### config.mk
export PLATFORM = sky130hd
export DESIGN_NAME = memory_map_decoder
export DESIGN_NICKNAME = d
export VERILOG_FILES = /design/src/memmap_pkg.sv /design/src/memory_map_decoder.sv
export SDC_FILE = /design/constraint.sdc
export NUM_CORES = 1
export LEC_CHECK = 0
export ABC_CLOCK_PERIOD_IN_PS = 6600
export BUFFER_PORTS_ARGS = -buffer_cell sky130_fd_sc_hd__buf_2
export CAP_MARGIN = 20
export CORE_ASPECT_RATIO = 1.75
export CORE_MARGIN = 2
export CORE_UTILIZATION = 50
export CTS_CLUSTER_SIZE = 28
export DETAILED_ROUTE_END_ITERATION = 6
export PLACE_DENSITY = 0.85
export SLEW_MARGIN = 20
export SYNTH_ARGS = -nofsm -noshare
export SYNTH_HDL_FRONTEND = slang
export SYNTH_SLANG_ARGS = --single-unit
### constraint.sdc
create_clock -name pclk -period 6.6 [get_ports pclk]
set_input_delay 1.32 -clock pclk [delete_from_list [all_inputs] [get_ports pclk]]
set_output_delay 1.32 -clock pclk [all_outputs]
set_load 0.05 [all_outputs]
### src/memmap_pkg.sv
// Shared constants and types of the on-chip memory map decoder.
// Assumes a 100 MHz core clock and one decoder per processor core.
package memmap_pkg;

  // ==========================================================
  // Address spaces, targets and carriers
  typedef enum logic [1:0]
  {
    sp_program = 2'h0,
    sp_data = 2'h1,
    sp_io = 2'h2
  } space_type;

  typedef enum logic [2:0]
  {
    tg_ext = 3'h0,
    tg_rom = 3'h1,
    tg_single_access_ram = 3'h2,
    tg_b0 = 3'h3,
    tg_b1 = 3'h4,
    tg_b2 = 3'h5,
    tg_global = 3'h6
  } target_type;

  typedef struct packed
  {
    logic valid;
    space_type space;
    logic [15:0] addr;
  } request_type;

  typedef struct packed
  {
    logic valid;
    target_type target;
    logic [15:0] offset;
  } route_type;

  // ==========================================================
  // Dual-access blocks, identical on every variant
  localparam logic [15:0] B0_DATA_BASE = 16'h0100;
  localparam logic [15:0] B0_DATA_LAST = 16'h02FF;
  localparam logic [15:0] B0_PROG_BASE = 16'hFE00;
  localparam logic [15:0] B1_DATA_BASE = 16'h0300;
  localparam logic [15:0] B1_DATA_LAST = 16'h04FF;
  localparam logic [15:0] B2_DATA_BASE = 16'h0060;
  localparam logic [15:0] B2_DATA_LAST = 16'h007F;

  // ==========================================================
  // Per-variant ROM and single-access RAM ranges
  // Index: 0 9K RAM, 1 8K ROM, 2 4K ROM, 3 16K ROM, 4 32K ROM, 5 boot with 6K RAM
  localparam int NUM_VARIANTS = 6;
  localparam logic [15:0] ROM_BASE = 16'h0000;
  localparam logic [15:0] ROM_LAST [NUM_VARIANTS] =
    '{16'h07FF, 16'h1FFF, 16'h0FFF, 16'h3FFF, 16'h7FFF, 16'h07FF};
  localparam logic HAS_SINGLE_ACCESS_RAM [NUM_VARIANTS] = '{1'b1, 1'b1, 1'b0, 1'b1, 1'b1, 1'b1};
  localparam logic [15:0] SA_DATA_BASE = 16'h0800;
  localparam logic [15:0] SA_DATA_LAST [NUM_VARIANTS] =
    '{16'h2BFF, 16'h0BFF, 16'h0800, 16'h13FF, 16'h1FFF, 16'h1FFF};
  localparam logic [15:0] SA_PROG_BASE [NUM_VARIANTS] =
    '{16'h0800, 16'h2000, 16'h0800, 16'h4000, 16'h8000, 16'h8000};
  localparam logic [15:0] SA_PROG_LAST [NUM_VARIANTS] =
    '{16'h2BFF, 16'h23FF, 16'h0800, 16'h4BFF, 16'h97FF, 16'h97FF};
  // Largest single-access block is 2K words
  localparam int SA_BLOCK_SHIFT = 11;

  // ==========================================================
  // Register map (byte addresses) and fields
  localparam logic [11:0] ADDR_MODE = 12'h000;
  localparam logic [11:0] ADDR_ST1 = 12'h004;
  localparam logic [11:0] ADDR_GLOBAL_WINDOW_REG = 12'h008;
  localparam logic [11:0] ADDR_STATUS = 12'h00C;
  localparam int MODE_ROM_OFF_BIT = 3;
  localparam int MODE_RAM_MAP_BIT = 4;
  localparam int ST1_B0_MAP_BIT = 0;
  localparam int STAT_ROM_ON_BIT = 0;
  localparam int STAT_RAM_PROG_BIT = 1;
  localparam int STAT_B0_PROG_BIT = 2;
  localparam int STAT_EXT_BUSY_BIT = 3;
  localparam int STAT_PEND_LSB = 4;
  localparam int STAT_GLOBAL_WINDOW_REG_LSB = 8;

  // Index 0 mode, 1 status one, 2 global window
  localparam int NUM_CFG = 3;
  localparam logic [15:0] CFG_RESET [NUM_CFG] = '{16'h0000, 16'h0000, 16'h0000};
  localparam logic [15:0] CFG_MASK [NUM_CFG] = '{16'h0018, 16'h0001, 16'h00FF};
  localparam logic [1:0] CFG_LATENCY_WORDS [NUM_CFG] = '{2'h2, 2'h2, 2'h1};

  // ==========================================================
  // External bus timing
  localparam int CLK_PERIOD_NS = 10;
  localparam logic [1:0] EXT_WRITE_CYCLES = 2'h3;

endpackage : memmap_pkg

### src/memory_map_decoder.sv
// On-chip memory map decoder with APB access to its map registers.
// Assumes the core presents fetch, read and write requests on pclk
// and honours the dummy and stall answers in the same cycle.
`timescale 1ns/100ps
`default_nettype none
module memory_map_decoder #(
  parameter int VARIANT = 0
)(
  input wire logic pclk,
  input wire logic presetn,
  input wire logic psel,
  input wire logic penable,
  input wire logic pwrite,
  input wire logic [11:0] paddr,
  input wire logic [31:0] pwdata,
  output logic [31:0] prdata,
  output logic pready,
  output logic pslverr,
  input wire logic rom_disable_select,
  input wire memmap_pkg::request_type fetch_req,
  input wire memmap_pkg::request_type read_req,
  input wire memmap_pkg::request_type write_req,
  output logic fetch_dummy,
  output logic read_stall,
  output logic write_stall,
  output logic ext_busy,
  output memmap_pkg::route_type fetch_route,
  output memmap_pkg::route_type read_route,
  output memmap_pkg::route_type write_route
);

  // ==========================================================
  // Decode functions
  function automatic memmap_pkg::target_type route_of(
    input memmap_pkg::space_type sp,
    input logic [15:0] a,
    input logic rom_on,
    input logic ram_prog,
    input logic b0_prog,
    input logic [7:0] global_window_reg
  );
    memmap_pkg::target_type t;
    t = memmap_pkg::tg_ext;
    if (sp == memmap_pkg::sp_program)
    begin
      if (rom_on && a <= memmap_pkg::ROM_LAST[VARIANT])
        t = memmap_pkg::tg_rom;
      else if (ram_prog && memmap_pkg::HAS_SINGLE_ACCESS_RAM[VARIANT] && a >= memmap_pkg::SA_PROG_BASE[VARIANT]
               && a <= memmap_pkg::SA_PROG_LAST[VARIANT])
        t = memmap_pkg::tg_single_access_ram;
      else if (b0_prog && a >= memmap_pkg::B0_PROG_BASE)
        t = memmap_pkg::tg_b0;
      else
        t = memmap_pkg::tg_ext;
    end
    else if (sp == memmap_pkg::sp_data)
    begin
      if (global_window_reg != 8'h00 && (a[15:8] & global_window_reg) == global_window_reg)
        t = memmap_pkg::tg_global;
      else if (a >= memmap_pkg::B2_DATA_BASE && a <= memmap_pkg::B2_DATA_LAST)
        t = memmap_pkg::tg_b2;
      else if (a >= memmap_pkg::B0_DATA_BASE && a <= memmap_pkg::B0_DATA_LAST && !b0_prog)
        t = memmap_pkg::tg_b0;
      else if (a >= memmap_pkg::B1_DATA_BASE && a <= memmap_pkg::B1_DATA_LAST)
        t = memmap_pkg::tg_b1;
      else if (memmap_pkg::HAS_SINGLE_ACCESS_RAM[VARIANT] && (VARIANT != 0 || !ram_prog)
               && a >= memmap_pkg::SA_DATA_BASE && a <= memmap_pkg::SA_DATA_LAST[VARIANT])
        t = memmap_pkg::tg_single_access_ram;
    end
    return t;
  endfunction : route_of

  function automatic logic [15:0] base_of(
    input memmap_pkg::target_type t,
    input memmap_pkg::space_type sp
  );
    logic [15:0] b;
    b = 16'h0000;
    case (t)
      memmap_pkg::tg_rom: b = memmap_pkg::ROM_BASE;
      memmap_pkg::tg_single_access_ram: b = (sp == memmap_pkg::sp_program) ?
        memmap_pkg::SA_PROG_BASE[VARIANT] : memmap_pkg::SA_DATA_BASE;
      memmap_pkg::tg_b0: b = (sp == memmap_pkg::sp_program) ?
        memmap_pkg::B0_PROG_BASE : memmap_pkg::B0_DATA_BASE;
      memmap_pkg::tg_b1: b = memmap_pkg::B1_DATA_BASE;
      memmap_pkg::tg_b2: b = memmap_pkg::B2_DATA_BASE;
      default: b = 16'h0000;
    endcase
    return b;
  endfunction : base_of

  // ==========================================================
  // APB decode
  logic strap_done;
  wire logic sel_mode = paddr == memmap_pkg::ADDR_MODE;
  wire logic sel_st1 = paddr == memmap_pkg::ADDR_ST1;
  wire logic sel_global_window_reg = paddr == memmap_pkg::ADDR_GLOBAL_WINDOW_REG;
  wire logic sel_status = paddr == memmap_pkg::ADDR_STATUS;
  wire logic addr_ok = sel_mode | sel_st1 | sel_global_window_reg | sel_status;
  wire logic access = psel & penable;
  wire logic setup = psel & ~penable;
  wire logic [2:0] cfg_wr = {3{access & pwrite}} & {sel_global_window_reg, sel_st1, sel_mode};
  wire logic fetch_taken;

  assign pready = 1'b1;
  // Status is read-only; a write to it is flagged rather than dropped silently
  assign pslverr = access & (~addr_ok | (pwrite & sel_status));

  // ==========================================================
  // Map registers: written value waits in a shadow until enough words pass
  genvar g;
  generate
    for (g = 0; g < memmap_pkg::NUM_CFG; g++)
    begin : cfg
      logic [15:0] shadow;
      logic [15:0] applied;
      logic [1:0] cnt;
      logic [15:0] next_shadow;
      logic [15:0] next_applied;
      logic [1:0] next_cnt;
      wire logic cap = (g == 0) && !strap_done;

      always_comb
      begin
        next_shadow = shadow;
        next_applied = applied;
        next_cnt = cnt;
        // Count only words that really advance the program counter
        if (fetch_taken && cnt != 2'h0)
        begin
          next_cnt = cnt - 2'h1;
          if (cnt == 2'h1)
            next_applied = shadow;
        end
        if (cfg_wr[g])
        begin
          next_shadow = pwdata[15:0] & memmap_pkg::CFG_MASK[g];
          next_cnt = memmap_pkg::CFG_LATENCY_WORDS[g];
        end
        if (cap)
        begin
          next_shadow[memmap_pkg::MODE_ROM_OFF_BIT] = rom_disable_select;
          next_applied[memmap_pkg::MODE_ROM_OFF_BIT] = rom_disable_select;
        end
      end

      always_ff @(posedge pclk or negedge presetn)
      begin
        if (!presetn)
        begin
          shadow <= memmap_pkg::CFG_RESET[g];
          applied <= memmap_pkg::CFG_RESET[g];
          cnt <= 2'h0;
        end
        else
        begin
          shadow <= next_shadow;
          applied <= next_applied;
          cnt <= next_cnt;
        end
      end
    end
  endgenerate

  // Pin is taken once, on the first edge after reset release
  always_ff @(posedge pclk or negedge presetn)
  begin
    if (!presetn)
      strap_done <= 1'b0;
    else
      strap_done <= 1'b1;
  end

  wire logic rom_on = ~cfg[0].applied[memmap_pkg::MODE_ROM_OFF_BIT];
  wire logic ram_prog = cfg[0].applied[memmap_pkg::MODE_RAM_MAP_BIT];
  wire logic b0_prog = cfg[1].applied[memmap_pkg::ST1_B0_MAP_BIT];
  wire logic [7:0] global_window_reg = cfg[2].applied[7:0];

  // ==========================================================
  // Per-request decode
  wire memmap_pkg::target_type fetch_tgt =
    route_of(fetch_req.space, fetch_req.addr, rom_on, ram_prog, b0_prog, global_window_reg);
  wire memmap_pkg::target_type read_tgt =
    route_of(read_req.space, read_req.addr, rom_on, ram_prog, b0_prog, global_window_reg);
  wire memmap_pkg::target_type write_tgt =
    route_of(write_req.space, write_req.addr, rom_on, ram_prog, b0_prog, global_window_reg);
  wire logic [15:0] fetch_off = fetch_req.addr - base_of(fetch_tgt, fetch_req.space);
  wire logic [15:0] read_off = read_req.addr - base_of(read_tgt, read_req.space);
  wire logic [15:0] write_off = write_req.addr - base_of(write_tgt, write_req.space);
  wire logic [2:0] fetch_blk = 3'(fetch_off >> memmap_pkg::SA_BLOCK_SHIFT);
  wire logic [2:0] read_blk = 3'(read_off >> memmap_pkg::SA_BLOCK_SHIFT);
  wire logic [2:0] write_blk = 3'(write_off >> memmap_pkg::SA_BLOCK_SHIFT);

  // Global window and I/O both leave the chip over the one external bus
  wire logic fetch_ext = fetch_req.valid &&
    (fetch_tgt == memmap_pkg::tg_ext || fetch_tgt == memmap_pkg::tg_global);
  wire logic read_ext = read_req.valid &&
    (read_tgt == memmap_pkg::tg_ext || read_tgt == memmap_pkg::tg_global);
  wire logic write_ext = write_req.valid &&
    (write_tgt == memmap_pkg::tg_ext || write_tgt == memmap_pkg::tg_global);
  wire logic fetch_sa = fetch_req.valid && fetch_tgt == memmap_pkg::tg_single_access_ram;
  wire logic read_sa = read_req.valid && read_tgt == memmap_pkg::tg_single_access_ram;
  wire logic write_sa = write_req.valid && write_tgt == memmap_pkg::tg_single_access_ram;
  wire logic sa_rw_clash = read_sa && write_sa && read_blk == write_blk;
  wire logic sa_fetch_clash = fetch_sa &&
    ((read_sa && read_blk == fetch_blk) || (write_sa && write_blk == fetch_blk));

  // ==========================================================
  // External bus arbitration
  logic [1:0] wbus_cnt;
  logic [1:0] next_wbus_cnt;
  wire logic wbusy = wbus_cnt != 2'h0;
  wire logic write_go;
  wire logic ext_now;

  // A write that is already holding the bus outranks new readers
  assign write_stall = (write_ext && wbusy) || sa_rw_clash;
  assign write_go = write_ext && !write_stall;
  assign ext_now = wbusy | write_go;
  assign read_stall = read_ext && ext_now;
  assign fetch_dummy = (fetch_ext && (ext_now || read_ext)) || sa_fetch_clash;
  assign fetch_taken = fetch_req.valid && !fetch_dummy;
  assign ext_busy = ext_now;

  // The write cycle itself is the first of its three bus cycles
  assign next_wbus_cnt = write_go ? memmap_pkg::EXT_WRITE_CYCLES - 2'h1 :
    (wbusy ? wbus_cnt - 2'h1 : 2'h0);

  always_ff @(posedge pclk or negedge presetn)
  begin
    if (!presetn)
      wbus_cnt <= 2'h0;
    else
      wbus_cnt <= next_wbus_cnt;
  end

  // ==========================================================
  // Registered routes to the memory blocks
  always_ff @(posedge pclk or negedge presetn)
  begin
    if (!presetn)
    begin
      fetch_route <= '0;
      read_route <= '0;
      write_route <= '0;
    end
    else
    begin
      fetch_route <= {fetch_taken, fetch_tgt, fetch_off};
      read_route <= {read_req.valid && !read_stall, read_tgt, read_off};
      write_route <= {write_req.valid && !write_stall, write_tgt, write_off};
    end
  end

  // ==========================================================
  // Read data
  logic [15:0] status_word;
  always_comb
  begin
    status_word = 16'h0000;
    status_word[memmap_pkg::STAT_ROM_ON_BIT] = rom_on;
    status_word[memmap_pkg::STAT_RAM_PROG_BIT] = ram_prog;
    status_word[memmap_pkg::STAT_B0_PROG_BIT] = b0_prog;
    status_word[memmap_pkg::STAT_EXT_BUSY_BIT] = ext_now;
    status_word[memmap_pkg::STAT_PEND_LSB +: 3] =
      {cfg[2].cnt != 2'h0, cfg[1].cnt != 2'h0, cfg[0].cnt != 2'h0};
    status_word[memmap_pkg::STAT_GLOBAL_WINDOW_REG_LSB +: 8] = global_window_reg;
  end

  wire logic [15:0] rd_value = sel_mode ? cfg[0].shadow :
    sel_st1 ? cfg[1].shadow :
    sel_global_window_reg ? cfg[2].shadow :
    sel_status ? status_word : 16'h0000;

  always_ff @(posedge pclk or negedge presetn)
  begin
    if (!presetn)
      prdata <= 32'h00000000;
    else if (setup && !pwrite)
      prdata <= {16'h0000, rd_value};
  end

  // ==========================================================
  // Checks
  chk_read_beats_fetch: assert property (@(posedge pclk) disable iff (!presetn)
    fetch_ext && read_ext && !ext_now |-> fetch_dummy && !read_stall ##1 !fetch_route.valid)
    else $error("fetch not turned into dummy under read");

  chk_write_three: assert property (@(posedge pclk) disable iff (!presetn)
    write_go |=> wbusy [*2] ##1 !wbusy)
    else $error("external write did not hold bus three cycles");

  chk_fetch_in_write: assert property (@(posedge pclk) disable iff (!presetn)
    wbusy && fetch_ext |-> fetch_dummy ##1 !fetch_route.valid)
    else $error("fetch took bus during external write");

  chk_mode_latency: assert property (@(posedge pclk) disable iff (!presetn)
    cfg[0].cnt == 2'h2 && fetch_taken && !cfg_wr[0]
    |=> cfg[0].cnt == 2'h1 && $stable(cfg[0].applied))
    else $error("mode map applied before two words");

  chk_b0_latency: assert property (@(posedge pclk) disable iff (!presetn)
    cfg_wr[1] |=> cfg[1].cnt == 2'h2 && cfg[1].applied == $past(cfg[1].applied))
    else $error("block zero map changed too early");

  chk_global_window_reg_latency: assert property (@(posedge pclk) disable iff (!presetn)
    cfg[2].cnt == 2'h1 && fetch_taken && !cfg_wr[2] |=> cfg[2].applied == $past(cfg[2].shadow))
    else $error("global window not applied after one word");

  chk_strap_catch: assert property (@(posedge pclk) disable iff (!presetn)
    $rose(strap_done) |-> rom_on == !$past(rom_disable_select))
    else $error("reset strap not captured");

  chk_no_single_access_ram: assert property (@(posedge pclk) disable iff (!presetn)
    memmap_pkg::HAS_SINGLE_ACCESS_RAM[VARIANT] == 1'b0 |-> fetch_route.target != memmap_pkg::tg_single_access_ram
    && read_route.target != memmap_pkg::tg_single_access_ram)
    else $error("single RAM selected on variant without it");

  chk_single_access_ram_prog: assert property (@(posedge pclk) disable iff (!presetn)
    fetch_route.valid && fetch_route.target == memmap_pkg::tg_single_access_ram |-> $past(ram_prog))
    else $error("single RAM in program space without map bit");

  chk_b0_prog: assert property (@(posedge pclk) disable iff (!presetn)
    fetch_route.valid && fetch_route.target == memmap_pkg::tg_b0 |-> $past(b0_prog))
    else $error("block zero in program space without map bit");

  chk_single_access_ram_single: assert property (@(posedge pclk) disable iff (!presetn)
    sa_rw_clash |-> write_stall ##1 !write_route.valid)
    else $error("two accesses to one single-access block");

  chk_dual_both: assert property (@(posedge pclk) disable iff (!presetn)
    read_req.valid && write_req.valid && read_tgt == memmap_pkg::tg_b1 && write_tgt == memmap_pkg::tg_b1
    |=> read_route.valid && write_route.valid)
    else $error("dual block refused read and write together");

  chk_b2_range: assert property (@(posedge pclk) disable iff (!presetn)
    read_req.space == memmap_pkg::sp_data && global_window_reg == 8'h00 && read_req.addr >= memmap_pkg::B2_DATA_BASE
    && read_req.addr <= memmap_pkg::B2_DATA_LAST |-> read_tgt == memmap_pkg::tg_b2)
    else $error("block two range not decoded");

  chk_unmapped_ext: assert property (@(posedge pclk) disable iff (!presetn)
    fetch_req.valid && !rom_on && !ram_prog && !b0_prog |-> fetch_tgt == memmap_pkg::tg_ext)
    else $error("unmapped fetch stayed on chip");

endmodule : memory_map_decoder
`default_nettype wire

**After elaboration in Yosys (flattened, before gate mapping)**

Index checks and enable logic that the tools add are counted.

- Register bits: 107
- Bits of input ports: 107
- Output and inout port bits: 98
- Logic and storage cells: 250

- Add/sub/neg operators: 7
- Order comparisons: 30
- Eq/ne operators: 33
- Muxes and demuxes: 53
- Bitwise gates (word level): 17
- Reduce and logical (&&, ||, !) cells: 87

Operators by type and width:

| cell | count |
|---|---|
| $pmux 16 s4 | 3 |
| $mux 16 | 7 |
| $le 16x11->1 const B | 6 |
| $logic_and 1x1->1 | 55 |
| $mux 3 | 18 |
| $ge 16x10->1 const B | 3 |
| $ge 16x12->1 const B | 3 |
| $ge 16x16->1 const B | 3 |
| $ge 16x7->1 const B | 3 |
| $ge 16x9->1 const B | 3 |
| $le 16x10->1 const B | 3 |
| $le 16x14->1 const B | 3 |
| $le 16x7->1 const B | 3 |
| $sub 16x16->16 | 3 |
| $mux 2 | 20 |
| $eq 3x3->1 const B | 9 |
| $and 8x8->8 | 3 |
| $eq 12x4->1 const B | 2 |
| $eq 8x8->1 | 3 |
| $eq 3x2->1 const B | 6 |
| $reduce_bool 2->1 | 7 |
| $eq 12x3->1 const B | 1 |
| $eq 2x1->1 const B | 6 |
| $logic_not 12->1 | 1 |
| other kinds (15) | 53 |

**Logic depth before layout (Yosys ltp)**

- Word-level depth: 27
- Gate-level depth with buffers: 21
- Mapped depth without buffers: 20

**Worst setup path before layout**

No wires, ideal clock.

- Path type: input to output
- From: input port read_req[12] in the netlist's numbering
- To: output port write_stall
- Arrival: 5.324 ns
- Data required time: 5.280 ns
- Path slack: -0.044 ns
- Cell stages on the path: 16
- Path buffers: 0
- Cells stage by stage: or3_1 > or4_1 > a32oi_1 > and2_1 > nand3_1 > inv_1 > ha_1 > inv_1 > fa_1 > o21ai_0 > a22oi_1 > and4b_1 > nor3_1 > xnor2_1 > or3_1 > o21ai_0

- Longest elaborated chain between the ends: 16
- Elaborated cells on any way between the ends: 44
- Those cells by class: add/sub (1); order compare (10); eq/ne (6); mux (11); bitwise (1); reduce/logical (15)

RTL lines:

| what | RTL line | text |
|---|---|---|
| start, declared | memory_map_decoder.sv:21 | `input wire memmap_pkg::request_type read_req,` |
| $ge 16x12->1 | memory_map_decoder.sv:48, memory_map_decoder.sv:67 |  |
| $logic_and 1x1->1 (2 in a row) | memory_map_decoder.sv:67 | `&& a >= memmap_pkg::SA_DATA_BASE && a <= memmap_pkg::SA_DATA_LAST[VARIANT])` |
| $mux 2 | memory_map_decoder.sv:66 | `else if (memmap_pkg::HAS_SINGLE_ACCESS_RAM[VARIANT] && (VARIANT != 0 \|\| !ram_prog)` |
| $mux 3 | memory_map_decoder.sv:64 | `else if (a >= memmap_pkg::B1_DATA_BASE && a <= memmap_pkg::B1_DATA_LAST)` |
| $mux 3 | memory_map_decoder.sv:62 | `else if (a >= memmap_pkg::B0_DATA_BASE && a <= memmap_pkg::B0_DATA_LAST && !b0_prog)` |
| $mux 3 | memory_map_decoder.sv:60 | `else if (a >= memmap_pkg::B2_DATA_BASE && a <= memmap_pkg::B2_DATA_LAST)` |
| $mux 3 | memory_map_decoder.sv:58 | `if (global_window_reg != 8'h00 && (a[15:8] & global_window_reg) == global_window_reg)` |
| $mux 3 | memory_map_decoder.sv:56 | `else if (sp == memmap_pkg::sp_data)` |
| $mux 3 | memory_map_decoder.sv:44 | `if (sp == memmap_pkg::sp_program)` |
| $eq 3x3->1 (tied with other cells) | memory_map_decoder.sv:79 | `case (t)` |
| $pmux 16 s4 | memory_map_decoder.sv:79 |  |
| $sub 16x16->16 | memory_map_decoder.sv:188 | `wire logic [15:0] read_off = read_req.addr - base_of(read_tgt, read_req.space);` |
| $eq 3x3->1 | memory_map_decoder.sv:204 | `wire logic sa_rw_clash = read_sa && write_sa && read_blk == write_blk;` |
| $logic_and 1x1->1 * | memory_map_decoder.sv:204 |  |
| $logic_or 1x1->1 * | memory_map_decoder.sv:217 | `assign write_stall = (write_ext && wbusy) \|\| sa_rw_clash;` |
| end, declared | memory_map_decoder.sv:25 | `output logic write_stall,` |

Mark *: on every way between the ends. The rest lies on a longest branch, timed or not.

**Worst setup path in the final report**

- From: input port read_req[12] in the netlist's numbering
- To: output port fetch_dummy

- Longest elaborated chain between the ends: 22
- Elaborated cells on any way between the ends: 58
- Those cells by class: add/sub (1); order compare (10); eq/ne (8); mux (11); bitwise (2); reduce/logical (26)

RTL lines:

| what | RTL line | text |
|---|---|---|
| $ge 16x12->1 | memory_map_decoder.sv:48, memory_map_decoder.sv:67 |  |
| $logic_and 1x1->1 (2 in a row) | memory_map_decoder.sv:67 |  |
| $mux 2 | memory_map_decoder.sv:66 |  |
| $mux 3 | memory_map_decoder.sv:64 |  |
| $mux 3 | memory_map_decoder.sv:62 |  |
| $mux 3 | memory_map_decoder.sv:60 |  |
| $mux 3 | memory_map_decoder.sv:58 |  |
| $mux 3 | memory_map_decoder.sv:56 |  |
| [5 not listed] | -- |  |
| $logic_and 1x1->1 | memory_map_decoder.sv:204 |  |
| $logic_or 1x1->1 | memory_map_decoder.sv:217 |  |
| $logic_not 1->1 | memory_map_decoder.sv:218 | `assign write_go = write_ext && !write_stall;` |
| $logic_and 1x1->1 | memory_map_decoder.sv:218 |  |
| $or 1x1->1 | memory_map_decoder.sv:219 | `assign ext_now = wbusy \| write_go;` |
| $logic_or 1x1->1 | memory_map_decoder.sv:221 | `assign fetch_dummy = (fetch_ext && (ext_now \|\| read_ext)) \|\| sa_fetch_clash;` |
| $logic_and 1x1->1 | memory_map_decoder.sv:221 |  |
| $logic_or 1x1->1 * | memory_map_decoder.sv:221 |  |
| end, declared | memory_map_decoder.sv:23 | `output logic fetch_dummy,` |

Marks and branches as above.

==> out/summary.md <==
Place
* global placement routability congestion: 0.924
* pre-CTS setup slack: -0.147 ns
* number of I/O port buffers: 163
* estimated wirelength of the detail-placed design: 12.8 mm
* total placed cells including tap cells: 1,022
* area post-placement: 7490 µm²

Drt
* DRT Pass-1 Iters: 5
* detailed-route vias per instance: 5.57
* overall routed net length: 16.9 mm
* number of remaining DRC errors: 0
* wire length per cell after detailed routing: 16.2 µm
* Iter 0 DRT Violations: 299
* total vias in the final route: 5,812
* residual antenna-violating net count after detailed routing: 0

STA
* endpoints failing setup: 0
* number of hold-slack violations in the final timing report: 0
* max-slew violation count: 0
* Final min period: 6.43 ns
* sum of negative setup slack: 0 ns
* slew at the pin closest to its max-slew limit: 0.887 ns
* worst setup margin: 0.171 ns
* worst-case clock skew: 0.00905 ns
* worst hold slack: 0.479 ns
* relative max-transition margin: 39.4%
* final cycle utilization of the critical path: 97.4%
* FMAX: 0.156 GHz

Worst setup path
* classification of the worst setup path: in -> out
* required time reported for the critical path endpoint: 5.28 ns
* largest stage delay on the critical path: 0.43 ns
* critical path's top delay family: simple AND/OR/NAND/NOR gates
* CP Max Fanout: 4
* category of the worst setup path capture point: output pin
* critical path launch point type: input pin
* data arrival time of the critical path: 5.11 ns
* sum of buffers and inverters on the critical path: 4
* start of the worst register-to-register path: cfg[2].applied[1]$_DFFE_PN0P_
* cell with the biggest individual delay on the critical path: or4_4
* launch point of the worst path: read_req[12]
* cells along the critical path: buf_2, or3_4, or4_4, a32oi_2, and2_4, buf_4, nand2_1, nor2_2, nor2b_1, ha_1, nand3_1, nand2_2, o41ai_4, o311ai_1, buf_4, xnor2_1, nand4_1, a21o_1, nand2_1, buf_6

Synth
* number of synthesized register bits: 107
* dominant cell type by area after synthesis: dfrtp_1
* leading cell types by total area after synthesis: dfrtp_1 43%, ha_1 6.6%, mux2_2 4.0%
* average cell area after synthesis: 9.47 µm²
* total standard cell area after synthesis: 6230 µm²
* number of enable-type register cells in the synthesized netlist: 0
* top cell type's share of synthesized area: 43.0%
* top_reg_cell synth: dfrtp_1
* number of synthesis warnings: 0
* number of unique standard cell types used by synthesis: 68
* fraction of the yosys area taken by sequential cells: 43.0%
* asr flop ratio synth: 100%
* instance count of the mapped netlist: 658

Die
* # rows: 54
* number of top-level pins: 205
* Die Y-Extent: 152 µm
* horizontal extent of the die: 88.4 µm
* placeable core region: 12,300 µm²
* Die ar.: 13,400 µm²
* effective utilization at floorplan: 50.7%

Finish
* ratio of cells with drive above 1 in the final layout: 33.8%
* P&R area growth vs syn: 28.9%
* final cell count without fillers: 1,044
* final core area utilization: 65.3%
* Net count, final: 1,013
* summed area of non-filler cells in the final layout: 8030 µm²

CTS
* master cell of the clock root buffer: clkbuf_16
* Max clock buf depth: 2
* Max H-tree Level: 3
* number of hold buffers added after CTS: 0
* Clock Sink Count: 107
* CTS tree: built
* clock buffers created by TritonCTS: 9
* clock-pin slew of the registers on the worst-case setup and hold paths: 0.08 ns
* worst-skew pair later-pin latency: 0.37 ns

Job
* number of violations of the max-capacitance limit: 0

Power and ir drop
* cell leakage power: 3.89 nW
* total power draw: 1.84 mW
* Power Density: 229 nW/µm²
* Peak supply drop: 142 µV

Min path
* worst min-delay path class: reg -> reg
* Worst Min Path Start: prdata[6]$_DFFE_PN0P_

Outcome
* run status: complete, no violations

GRT
* GRT Util Overall: 25.0%
* wire length of the first global-routing pass: 26.1 mm
* maximum number of pins on one net before global-route repair: 55
* initial antenna violation count: 1
* grt ovf: 0
* number of global-route vias before repair: 5,792

## cells by family (layout without fill, tap and decap cells)
kind of cell | Yosys count | in the layout | synth area share [%]
AND/OR/NAND/NOR | 240 | 240 | 19.6
multiplexers | 29 | 29 | 5.18
flip-flops | 107 | 107 | 43.0
other | 2 | 19 | 0.121
XOR/XNOR | 34 | 34 | 4.78
AO/OA/AOI/OAI | 135 | 135 | 14.2
adder cells (fa/ha/maj) | 36 | 36 | 7.59
buffers and inverters | 75 | 276 | 5.58
## worst paths after layout
check	cells past startpoint	to	slack [ns]
max	20	fetch_dummy	0.17
min	2	prdata[6]$_DFFE_PN0P_	0.48
max reg2reg	23	cfg[2].applied[5]$_DFFE_PN0P_	1.60
min reg2reg	2	prdata[6]$_DFFE_PN0P_	0.48
max in group asynchronous	2	fetch_route[8]$_DFF_PN0_	4.46
min in group asynchronous	1	write_route[7]$_DFF_PN0_	0.99
## registers in the layout, summed over array words and instances, names as in the netlist
name / cells
cfg.cnt: 6
strap_done: 1
wbus_cnt: 2
fetch_route: 20
write_route: 20
cfg.applied: 11
cfg.shadow: 11
prdata: 16
read_route: 20
## area by class of cell
cell class / count / area [µm²]
sequential: 107 / 2680
clock buffer: 9 / 225
antenna: 1 / 2.50
clock inverter: 7 / 91.3
multi-input combinational: 492 / 3450
timing repair buffer: 212 / 1190
inverter: 48 / 180
tap: 168 / 210
fill: 1020 / 4270
## tightest hold or removal path: stages (launching register included)
cell and delay (ns):
dfrtp_1 0.34, nand2_1 0.04, o21ai_0 0.06
## what timing repair did
| item | in CTS | in global routing |
|---|---|---|
| setup buffers | 0 | 5 |
| pin swaps | 0 | 21 |
| endpoints found under the setup margin | 2 | 2 |
| gates resized for setup | 5 | 36 |
## where the power goes
group	switching, mW	internal (mW)	total, mW
clock	0.284	0.274	0.558
combinational	0.362	0.186	0.548
sequential	0.0266	0.710	0.737
total	0.673	1.17	1.84
## synth_stat cells, drive strengths merged (4+ instances only)
cell	n
dfrtp	107
buf	19
a21oi	32
nor2b	16
or4	5
a21o	4
mux2	23
ha	33
o22ai	10
inv	48
xnor2	27
nand3	15
or3	6
nand2	62
o21ai	34
o2111ai	4
a31oi	6
mux2i	6
clkbuf	8
xor2	7
nand2b	20
nor3	16
o31ai	6
nor2	60
o21a	5
nand4	10
nor4	12
## layout by cell type, fill, tap and decap left out, drive strengths merged, types with 3 or more instances in the layout
cell type	Yosys	routed
inv	48	50
clkbuf	8	9
a41oi	3	3
nor2	60	60
nor4	12	12
nand2b	20	20
clkinv	0	5
or3	6	6
a2111oi	3	3
fa	3	3
mux2	23	23
nor2b	16	16
or4	5	5
xor2	7	7
buf	19	212
a21oi	32	32
nor3	16	16
xnor2	27	27
o2111ai	4	4
and2	3	3
nand2	62	62
nand4	10	10
nand3	15	15
o31ai	6	6
o21ai	34	34
dfrtp	107	107
o21bai	3	3
o22ai	10	10
a22oi	3	3
a211o	3	3
conb	2	18
o21a	5	5
o31a	3	3
a21o	4	4
a31oi	6	6
ha	33	33
mux2i	6	6
## layer usage
layer	GRT usage, %	routed length [µm]	share of wire (%)
met3	4.60	969	5.7
met2	46.5	9350	55
met4	14.3	877	5.2
met5	0	0	0
met1	25.1	5740	34
(Power assumes the default switching activity.)
